File: src/core/pwm_timing_pkg.sv
// Shared constants and carrier types for the interleaved phase timing core.
// Behaviour
// Three-phase timing unless a strap says otherwise
// Third drive strapped high selects two-phase timing
// Channel-1 termination starts each switching cycle
// Two-phase: channel 2 terminates half cycle later
// Three-phase: terminations spaced one third cycle apart
// Output held low quarter cycle after termination
// Re-enabled output rises on ramp crossing
// High output stays high until next termination
// One settled current sample per cycle, low-side
// Sample feeds balance, load line, overcurrent
// Unused channel sampling stays inactive
// Balance error is sample minus active average
// Filtered balance error trims commanded pulse width
// Comparator trip sampled on timebase, used when enabled
// Offsets and off time from divided cycle counter
package pwm_timing_pkg;

    // Master clock period and the switching period in nanoseconds
    localparam int CLK_PERIOD_NS = 8;
    localparam int SW_PERIOD_NS  = 3840;

    // Timebase ticks per switching cycle; divisible by 2, 3 and 4
    localparam int CYCLE_TICKS = 96;

    // Master clocks per timebase tick, derived from the two periods
    localparam int TICK_DIV = SW_PERIOD_NS / (CLK_PERIOD_NS * CYCLE_TICKS);

    // Ticks of settling after termination before the current sample
    localparam int SETTLE_TICKS = 8;

    // Master clocks the third drive pin is left undriven after reset
    localparam int DETECT_CLKS = 16;

    // Width of one digitised channel current
    localparam int SENSE_W = 8;

    // Balance filter: each cycle moves one eighth toward the new error
    localparam int FILT_SHIFT = 3;

    // Average current above which overcurrent is flagged
    localparam logic [SENSE_W-1:0] OC_LIMIT_RST = 8'hc0;

    // Reset level of every drive output
    localparam logic DRIVE_RST = 1'b0;

    // Phase count detection and run states
    typedef enum logic [1:0] {
        ST_WAIT  = 2'b00,
        ST_LATCH = 2'b01,
        ST_RUN   = 2'b11
    } mode_state_type;

    // Per-channel timing commands from the cycle counter
    typedef struct packed {
        logic terminate;
        logic active;
    } chan_ctl_type;

endpackage

File: src/core/multiphase_interleaved_pwm_timing.sv
// Top of the interleaved phase timing core: timebase, phase detect, averaging.
`timescale 1ns/100ps
module multiphase_interleaved_pwm_timing #(
    parameter int CYCLE_LEN = pwm_timing_pkg::CYCLE_TICKS
) (
    input  wire logic                                       mclk,
    input  wire logic                                       reset,
    input  wire logic [2:0][pwm_timing_pkg::SENSE_W-1:0]    channel_current_sense_in,
    input  wire logic [2:0]                                 comp_trip_in,
    input  wire logic                                       phase_three_drive_in,
    output logic                                            phase_one_drive_out,
    output logic                                            phase_two_drive_out,
    output logic                                            phase_three_drive_out,
    output logic                                            phase_three_drive_oe,
    output logic                                            two_phase_mode,
    output logic                                            cycle_start,
    output logic [2:0][pwm_timing_pkg::SENSE_W+1:0]         balance_error,
    output logic [pwm_timing_pkg::SENSE_W-1:0]              avg_current,
    output logic                                            overcurrent
);
    import pwm_timing_pkg::*;

    // Cycle counter geometry
    localparam int            CW        = $clog2(CYCLE_LEN);
    localparam logic [CW-1:0] HALF_PT   = CW'(CYCLE_LEN / 2);
    localparam logic [CW-1:0] THIRD_PT  = CW'(CYCLE_LEN / 3);
    localparam logic [CW-1:0] TWO3_PT   = CW'((2 * CYCLE_LEN) / 3);
    localparam logic [CW-1:0] LAST_PT   = CW'(CYCLE_LEN - 1);
    localparam logic [7:0]    DIV_LAST  = 8'(TICK_DIV - 1);
    localparam logic [4:0]    DET_LAST  = 5'(DETECT_CLKS - 1);

    // Spacing of terminations in master clocks, for the checks below
    localparam int HALF_CLKS  = (CYCLE_LEN / 2) * TICK_DIV;
    localparam int THIRD_CLKS = (CYCLE_LEN / 3) * TICK_DIV;

    logic [7:0]           div_ff;        // Timebase divider
    logic                 tick_ff;       // One-cycle timebase enable
    logic [CW-1:0]        cyc_ff;        // Position within the switching cycle
    mode_state_type       state_ff;      // Phase detect then run
    mode_state_type       nxt_state;
    logic [4:0]           det_ff;        // Wait before reading the strap
    logic                 two_phase_ff;  // Latched phase count
    logic                 p3_meta_ff;    // Strap synchroniser, first stage
    logic                 p3_sync_ff;    // Strap synchroniser, second stage
    logic                 run;
    logic [2:0]           term;          // Termination command per channel
    logic [2:0]           active;        // Channel in use
    logic [2:0]           trip_meta_ff;  // Comparator trip, first stage
    logic [2:0]           trip_sync_ff;  // Comparator trip, second stage
    logic [2:0][SENSE_W-1:0] sense_meta_ff;  // Current data, first stage
    logic [2:0][SENSE_W-1:0] sense_sync_ff;  // Current data, second stage
    logic [2:0][SENSE_W-1:0] sample;     // Held per-channel samples
    logic [2:0]           drive;         // Per-channel drive levels
    logic [SENSE_W+1:0]   sum_all;       // Sum of active samples
    logic [SENSE_W-1:0]   nxt_avg;
    logic [SENSE_W-1:0]   avg_ff;        // Average channel current
    logic                 avg_stb_ff;    // Average just refreshed
    logic                 oc_ff;         // Average above the limit
    logic                 start_ff;      // Registered cycle start pulse

    // Timebase divider: every slower rate is this one-cycle enable
    always_ff @(posedge mclk or posedge reset) begin
        if (reset) begin
            div_ff  <= '0;
            tick_ff <= 1'b0;
        end else if (div_ff == DIV_LAST) begin
            div_ff  <= '0;
            tick_ff <= 1'b1;
        end else begin
            div_ff  <= div_ff + 8'h01;
            tick_ff <= 1'b0;
        end
    end

    // Strap synchroniser; only the second stage is read
    always_ff @(posedge mclk or posedge reset) begin
        if (reset) begin
            p3_meta_ff <= 1'b0;
            p3_sync_ff <= 1'b0;
        end else begin
            p3_meta_ff <= phase_three_drive_in;
            p3_sync_ff <= p3_meta_ff;
        end
    end

    // Detect sequence: pin released, wait for it to settle, latch, run
    always_comb begin
        nxt_state = state_ff;
        unique case (state_ff)
            ST_WAIT: begin
                if (det_ff == DET_LAST) begin
                    nxt_state = ST_LATCH;
                end
            end
            ST_LATCH: begin
                nxt_state = ST_RUN;
            end
            ST_RUN: begin
                nxt_state = ST_RUN;
            end
            default: begin
                nxt_state = ST_WAIT;    // Illegal code restarts detection
            end
        endcase
    end

    always_ff @(posedge mclk or posedge reset) begin
        if (reset) begin
            state_ff <= ST_WAIT;
        end else begin
            state_ff <= nxt_state;
        end
    end

    // Settling counter for the strap read
    always_ff @(posedge mclk or posedge reset) begin
        if (reset) begin
            det_ff <= '0;
        end else if (state_ff == ST_WAIT) begin
            det_ff <= det_ff + 5'h01;
        end
    end

    // Phase count: three by default, two if the third pin reads high
    always_ff @(posedge mclk or posedge reset) begin
        if (reset) begin
            two_phase_ff <= 1'b0;
        end else if (state_ff == ST_LATCH) begin
            two_phase_ff <= p3_sync_ff;
        end
    end

    assign run = (state_ff == ST_RUN);

    // Cycle counter on the timebase; one wrap is one switching cycle
    always_ff @(posedge mclk or posedge reset) begin
        if (reset) begin
            cyc_ff <= '0;
        end else if (run && tick_ff) begin
            cyc_ff <= (cyc_ff == LAST_PT) ? '0 : cyc_ff + CW'(1);
        end
    end

    // Termination commands derived from the counter position
    assign term[0] = run && tick_ff && (cyc_ff == '0);
    assign term[1] = run && tick_ff && (cyc_ff == (two_phase_ff ? HALF_PT : THIRD_PT));
    assign term[2] = run && tick_ff && !two_phase_ff && (cyc_ff == TWO3_PT);
    assign active  = {run && !two_phase_ff, run, run};

    // Two-stage synchronisers for the comparator trips and current data
    always_ff @(posedge mclk or posedge reset) begin
        if (reset) begin
            trip_meta_ff  <= '0;
            trip_sync_ff  <= '0;
            sense_meta_ff <= '0;
            sense_sync_ff <= '0;
        end else begin
            trip_meta_ff  <= comp_trip_in;
            trip_sync_ff  <= trip_meta_ff;
            sense_meta_ff <= channel_current_sense_in;
            sense_sync_ff <= sense_meta_ff;
        end
    end

    // Identical channel slices
    genvar gi;
    generate
        for (gi = 0; gi < 3; gi++) begin : g_chan
            chan_ctl_type ctl;
            logic signed [SENSE_W+1:0] trim;
            assign ctl.terminate = term[gi];
            assign ctl.active    = active[gi];
            pwm_phase_channel #(
                .CYCLE_LEN (CYCLE_LEN)
            ) u_chan (
                .mclk    (mclk),
                .reset   (reset),
                .tick    (tick_ff),
                .ctl     (ctl),
                .trip    (trip_sync_ff[gi]),
                .sense   (sense_sync_ff[gi]),
                .avg     (avg_ff),
                .avg_stb (avg_stb_ff),
                .drive   (drive[gi]),
                .sample  (sample[gi]),
                .trim    (trim)
            );
            assign balance_error[gi] = trim;
        end
    endgenerate

    // Average of the active samples; unused third sample is left out
    assign sum_all = {2'b00, sample[0]} + {2'b00, sample[1]}
                   + (two_phase_ff ? '0 : {2'b00, sample[2]});
    assign nxt_avg = two_phase_ff ? SENSE_W'(sum_all >> 1)
                                  : SENSE_W'(sum_all / (SENSE_W + 2)'(3));

    // Refresh at the end of the cycle, after every channel has sampled
    always_ff @(posedge mclk or posedge reset) begin
        if (reset) begin
            avg_ff     <= '0;
            avg_stb_ff <= 1'b0;
        end else begin
            avg_stb_ff <= run && tick_ff && (cyc_ff == LAST_PT);
            if (run && tick_ff && (cyc_ff == LAST_PT)) begin
                avg_ff <= nxt_avg;
            end
        end
    end

    // Overcurrent compare on the average; shutdown policy lives elsewhere
    always_ff @(posedge mclk or posedge reset) begin
        if (reset) begin
            oc_ff <= 1'b0;
        end else begin
            oc_ff <= avg_ff > OC_LIMIT_RST;
        end
    end

    // Cycle start marker for downstream counters
    always_ff @(posedge mclk or posedge reset) begin
        if (reset) begin
            start_ff <= 1'b0;
        end else begin
            start_ff <= term[0];
        end
    end

    // Pin three is only driven in three-phase run, so the strap stays readable
    assign phase_one_drive_out   = drive[0];
    assign phase_two_drive_out   = drive[1];
    assign phase_three_drive_out = drive[2];
    assign phase_three_drive_oe  = run && !two_phase_ff;
    assign two_phase_mode        = two_phase_ff;
    assign cycle_start           = start_ff;
    assign avg_current           = avg_ff;
    assign overcurrent           = oc_ff;
endmodule

File: src/core/pwm_phase_channel.sv
// One phase channel: off timer, drive latch, current sampler, balance filter.
`timescale 1ns/100ps
module pwm_phase_channel #(
    parameter int CYCLE_LEN = pwm_timing_pkg::CYCLE_TICKS
) (
    input  wire logic                                 mclk,
    input  wire logic                                 reset,
    input  wire logic                                 tick,
    input  pwm_timing_pkg::chan_ctl_type              ctl,
    input  wire logic                                 trip,
    input  wire logic [pwm_timing_pkg::SENSE_W-1:0]   sense,
    input  wire logic [pwm_timing_pkg::SENSE_W-1:0]   avg,
    input  wire logic                                 avg_stb,
    output logic                                      drive,
    output logic [pwm_timing_pkg::SENSE_W-1:0]        sample,
    output logic signed [pwm_timing_pkg::SENSE_W+1:0] trim
);
    import pwm_timing_pkg::*;

    localparam int             CW           = $clog2(CYCLE_LEN);
    localparam logic [CW-1:0]  QUARTER      = CW'(CYCLE_LEN / 4);
    localparam logic [CW-1:0]  SETTLE       = CW'(SETTLE_TICKS);
    localparam int             QUARTER_CLKS = (CYCLE_LEN / 4) * TICK_DIV;

    logic                       armed_ff;    // A termination has been seen
    logic [CW-1:0]              off_ff;      // Ticks spent in forced off time
    logic                       en_ff;       // Forced off time is over
    logic                       drive_ff;    // Drive output level
    logic [CW-1:0]              since_ff;    // Ticks since termination
    logic                       sampled_ff;  // Sample already taken this cycle
    logic [SENSE_W-1:0]         sample_ff;   // Held current sample
    logic signed [SENSE_W+1:0]  acc_ff;      // Filtered balance error
    logic                       sample_stb;  // Take the sample now
    logic signed [SENSE_W+1:0]  balance_error;
    logic signed [SENSE_W+3:0]  step;

    // Arm after the first termination so nothing switches before timing runs
    always_ff @(posedge mclk or posedge reset) begin
        if (reset) begin
            armed_ff <= 1'b0;
        end else if (ctl.terminate) begin
            armed_ff <= 1'b1;
        end
    end

    // Forced off timer restarts on every termination
    always_ff @(posedge mclk or posedge reset) begin
        if (reset) begin
            off_ff <= '0;
            en_ff  <= 1'b0;
        end else if (ctl.terminate) begin
            off_ff <= '0;
            en_ff  <= 1'b0;
        end else if (tick && armed_ff && ctl.active && !en_ff) begin
            off_ff <= off_ff + CW'(1);
            if (off_ff == QUARTER - CW'(1)) begin
                en_ff <= 1'b1;
            end
        end
    end

    // Drive latch: termination clears, trip sets once enabled
    always_ff @(posedge mclk or posedge reset) begin
        if (reset) begin
            drive_ff <= DRIVE_RST;
        end else if (ctl.terminate || !ctl.active) begin
            drive_ff <= 1'b0;
        end else if (tick && en_ff && trip) begin
            drive_ff <= 1'b1;
        end
    end

    // Sample once, a settling interval into the low-side conduction
    assign sample_stb = tick && armed_ff && ctl.active && !sampled_ff && (since_ff == SETTLE);

    always_ff @(posedge mclk or posedge reset) begin
        if (reset) begin
            since_ff   <= '0;
            sampled_ff <= 1'b0;
        end else if (ctl.terminate) begin
            since_ff   <= '0;
            sampled_ff <= 1'b0;
        end else if (sample_stb) begin
            sampled_ff <= 1'b1;
        end else if (tick && armed_ff && ctl.active && !sampled_ff) begin
            since_ff <= since_ff + CW'(1);
        end
    end

    // Held sample; an idle channel never loads it
    always_ff @(posedge mclk or posedge reset) begin
        if (reset) begin
            sample_ff <= '0;
        end else if (!ctl.active) begin
            sample_ff <= '0;
        end else if (sample_stb) begin
            sample_ff <= sense;
        end
    end

    // Balance error against the average of the active channels
    assign balance_error = $signed({2'b00, sample_ff}) - $signed({2'b00, avg});
    assign step = (SENSE_W + 4)'(balance_error) - (SENSE_W + 4)'(acc_ff);

    // First-order filter; small steps keep the trim from chasing ripple
    always_ff @(posedge mclk or posedge reset) begin
        if (reset) begin
            acc_ff <= '0;
        end else if (!ctl.active) begin
            acc_ff <= '0;
        end else if (avg_stb) begin
            acc_ff <= acc_ff + (SENSE_W + 2)'(step >>> FILT_SHIFT);
        end
    end

    assign drive  = drive_ff;
    assign sample = sample_ff;
    assign trim   = acc_ff;

    // Helper: master clocks the drive has been low, saturating
    logic [7:0] low_clk_ff;
    logic [1:0] samp_cnt_ff;
    always_ff @(posedge mclk or posedge reset) begin
        if (reset) begin
            low_clk_ff <= '0;
        end else if (drive_ff) begin
            low_clk_ff <= '0;
        end else if (low_clk_ff != 8'hff) begin
            low_clk_ff <= low_clk_ff + 8'h01;
        end
    end

    always_ff @(posedge mclk or posedge reset) begin
        if (reset) begin
            samp_cnt_ff <= '0;
        end else if (ctl.terminate) begin
            samp_cnt_ff <= '0;
        end else if (sample_stb && samp_cnt_ff != 2'h3) begin
            samp_cnt_ff <= samp_cnt_ff + 2'h1;
        end
    end
endmodule

File: config.mk
export PLATFORM = sky130hd
export DESIGN_NAME = multiphase_interleaved_pwm_timing
export DESIGN_NICKNAME = d
export VERILOG_FILES = /design/src/core/pwm_timing_pkg.sv /design/src/core/multiphase_interleaved_pwm_timing.sv /design/src/core/pwm_phase_channel.sv
export SDC_FILE = /design/constraint.sdc
export NUM_CORES = 1
export LEC_CHECK = 0
export ABC_AREA = 1
export BUFFER_PORTS_ARGS = -buffer_cell sky130_fd_sc_hd__buf_2
export CAP_MARGIN = 15
export CORE_UTILIZATION = 55
export CTS_BUF_LIST = sky130_fd_sc_hd__clkbuf_4
export CTS_CLUSTER_SIZE = 24
export DETAILED_ROUTE_END_ITERATION = 12
export MAX_ROUTING_LAYER = met4
export PLACE_DENSITY = 0.73
export SYNTH_ARGS = -nofsm -noshare
export SYNTH_HDL_FRONTEND = slang
export SYNTH_SLANG_ARGS = --single-unit
File: constraint.sdc
create_clock -name mclk -period 5.8 [get_ports mclk]
set_input_delay 0.58 -clock mclk [delete_from_list [all_inputs] [get_ports mclk]]
set_output_delay 0.58 -clock mclk [all_outputs]
set_load 0.03 [all_outputs]
==> results by group <==
Setup path
  • Largest fanout on the critical path: 16
  • Worst setup EP type: register
  • Most frequent cell on the critical path: nand2_1
  • Critical path's slowest cell: dfrtp_1
  • Worst setup path class: reg2reg
  • Worst Setup Start Kind: register
  • Slowest cell delay on critical path: 720 ps
  • Top cell family by delay on the critical path: simple AND/OR/NAND/NOR gates
  • Worst endpoint required time: 6290 ps
  • Crit path DAT: 5420 ps
  • Buffers & Inverters on Critical Path: 7

Flow run
  • Max_cap viols: 0

Drt
  • Via-to-Cell Ratio: 5.21
  • DRT iter0 DRCs: 444
  • Routed via count: 8793
  • Post-detailed-route count of antenna-violating nets: 0
  • WL/cell: roughly 13 um
  • Final WL: 22800 um
  • 1st-pass router iterations: 5
  • DRC violations left: 0

Synth
  • Synth cell types: 45
  • Warnings, synthesis: 0
  • #FFs+latches synth: 199
  • Synth Instances: 1305
  • Synthesized area: 11400 um^2
  • Mean post-synth cell area: 8.73 um^2
  • Sequential fraction of the synthesis area: 0.437
  • Net Count, Synth: 1451

Power
  • Pwr per Cell Area: between 150 and 200 nW/um^2
  • Max IR drop VDD: 0.000112 V
  • Leak: 6.55 nW

Die
  • CORE AREA: 20300 um^2
  • Die height: 146 um
  • Die X: ~150 um
  • Initial core utilization: 0.561
  • Die footprint: ~21000 um^2
  • Rows: 52
  • Ports: 75

CTS
  • Root Buffer Master: clkbuf_4
  • CTS buffer count: 17
  • Clock Sinks: 199
  • TritonCTS clock tree: yes
  • H-tree depth: 4
  • Clock transition at the registers of the reported paths: 180 ps
  • Post-CTS setup repair buffer count: 0
  • CTS Buffer Depth: 2
  • Skew-Pair Late Insertion Delay: 620 ps

Place
  • GP Congestion: 0.864
  • Placed inst area: 12100 um^2
  • Detailed placement HPWL: roughly 17000 um
  • DP Cell Count: 1641
  • Port buffer count: 74

Finish
  • # fillers: 1777
  • Fraction of layout cells with a size suffix above 1: 0.105
  • Post-layout net count: 1549
  • Final Non-Filler Cells: 1687
  • Post-Layout Inst Area: 12500 um^2
  • Most common cell after layout, fill and taps aside: inv_1
  • Final core occ: 0.616
  • Commonest cells after routing, fill and taps aside: inv_1 (244), dfrtp_1 (199), nand2_1 (157)
  • P&R area growth vs syn: 9.78%

STA
  • RSZ-0062 raised after global routing: false
  • Worst slew pin tran: roughly 1100 ps
  • F_max: 203 MHz
  • Fin crit period: 4920 ps
  • Final Slew Violations: 0
  • Total negative slack: 0 ps
  • Worst slew margin: 0.259
  • Setup violations, final: 0
  • Worst Skew: 36.5 ps
  • Period utilization: 0.849
  • Final hold viol count: 0

GRT
  • Largest net degree at the start of global routing: 165
  • Gr usage total: 0.234
  • GRT overflow: 0
  • Initial antenna violation count: 1
  • Vias in the first global route: 8439
  • Global-route wire length before repair: 38800 um

Run status
  • Status: finished, final reports clean

Min path
  • Worst Hold Class: in2reg
==> state kept, by name (all words and copies together) (netlist names), 3 cells and up <==
signal and cells:
sense_meta_ff 24, div_ff 8, g_chan.u_chan.trim 30, g_chan.u_chan.sampled_ff 3
g_chan.u_chan.sample 24, sense_sync_ff 24, g_chan.u_chan.en_ff 3, g_chan.u_chan.drive 3
g_chan.u_chan.off_ff 21, g_chan.u_chan.armed_ff 3, cyc_ff 7, trip_meta_ff 3
avg_current 8, g_chan.u_chan.since_ff 21, det_ff 5, trip_sync_ff 3
==> report_power, final <==
group / internal, mW / switching (mW) / leakage (nW)
logic: 0.0168 / 0.0369 / 3.81
registers: 1.41 / 0.00807 / 2.59
clock network: 0.194 / 0.525 / 0.148
==> metal layers <==
metal	vias to the layer above	global-route usage	share of wire
met5	-	-	0
met4	0	0.0753	0.020
met3	38	0.0451	0.032
met1	4136	0.298	0.46
met2	142	0.376	0.49
li1	4477	-	-
==> cell families after synthesis <==
logic type | synth area share
and+or+nand+nor | 0.177
AOI/OAI and AO/OA | 0.116
DFF | 0.437
buffers and inverters | 0.0863
xor gates and xnor gates | 0.0461
adders and majority gates | 0.137
==> worst reg2reg max path: cells and delay by family, from the launching register on <==
family          cells  cell delay [ps]
flops               1              720
fa+ha+maj           4             1150
compound gates      4              620
buf+inv             7              540
simple gates       21             1780
==> layout make-up <==
| cell class | count | area, um^2 | share of cell area |
|---|---|---|---|
| timing repair buffer | 90 | 536 | 0.0428 |
| inverter | 249 | 938 | 0.0751 |
| antenna | 1 | 2.50 | 0.000200 |
| tap | 270 | 338 | 0.0270 |
| clock buffer | 17 | 128 | 0.0102 |
| multi-input combinational | 846 | 5430 | 0.434 |
| sequential | 199 | 4980 | 0.398 |
| clock inverter | 15 | 155 | 0.0124 |
==> synthesized netlist by cell type (all sizes together) <==
cell	number	area, um^2
nor3b	5	37.5
o21bai	6	45.0
ha	101	1260
nand3	78	425
nor3	32	160
o211ai	2	15.0
o311ai	1	8.76
and2	3	18.8
xnor2	24	210
a21o	14	105
a2111oi	3	26.3
o21ai	67	354
nor2	130	498
a211oi	12	90.1
dfrtp	199	4980
o22ai	20	125
clkbuf	10	37.5
a31oi	7	43.8
nand2	172	688
inv	248	931
a22o	2	17.5
clkinv	1	3.75
a32o	1	10.0
o32ai	7	61.3
o21a	2	15.0
nor4	11	68.8
nand4	5	31.3
nand3b	2	15.0
a21oi	73	377
buf	1	11.3
xor2	36	315
and3	8	50.1
fa	15	300
o31ai	3	22.5
or2	3	18.8
a41oi	1	8.76
==> path summary, 6_finish.rpt <==
kind,startpoint,to,slack (ps),cells after the start
max in group asynchronous,reset,g_chan[2].u_chan.sample[0],4430,3
min in group asynchronous,reset,sense_meta_ff[7],70,2
setup / recovery,two_phase_mode,avg_current[1],880,36
setup reg to reg,two_phase_mode,avg_current[1],880,36
hold reg to reg,sense_meta_ff[17],sense_sync_ff[17],360,0
hold / removal,channel_current_sense_in[15],sense_meta_ff[15],60,1
==> stage by stage <==
stage	setup WS, ps	hold WS (ps)	power, mW
2_1_floorplan	1090	331	1.47
3_3_place_gp	1140	333	1.49
3_5_place_dp	952	335	1.49
4_1_cts	936	13.9	2.21
5_1_grt	399	0.187	2.28
6_report	877	64.4	2.19
==> repair_timing <==
action | 4_1_cts | 5_1_grt
hold buffers | 0 | 13
hold endpoints to repair | 0 | 13
gates resized for setup | 0 | 0
No activity file was read; power rests on OpenSTA's default activity.
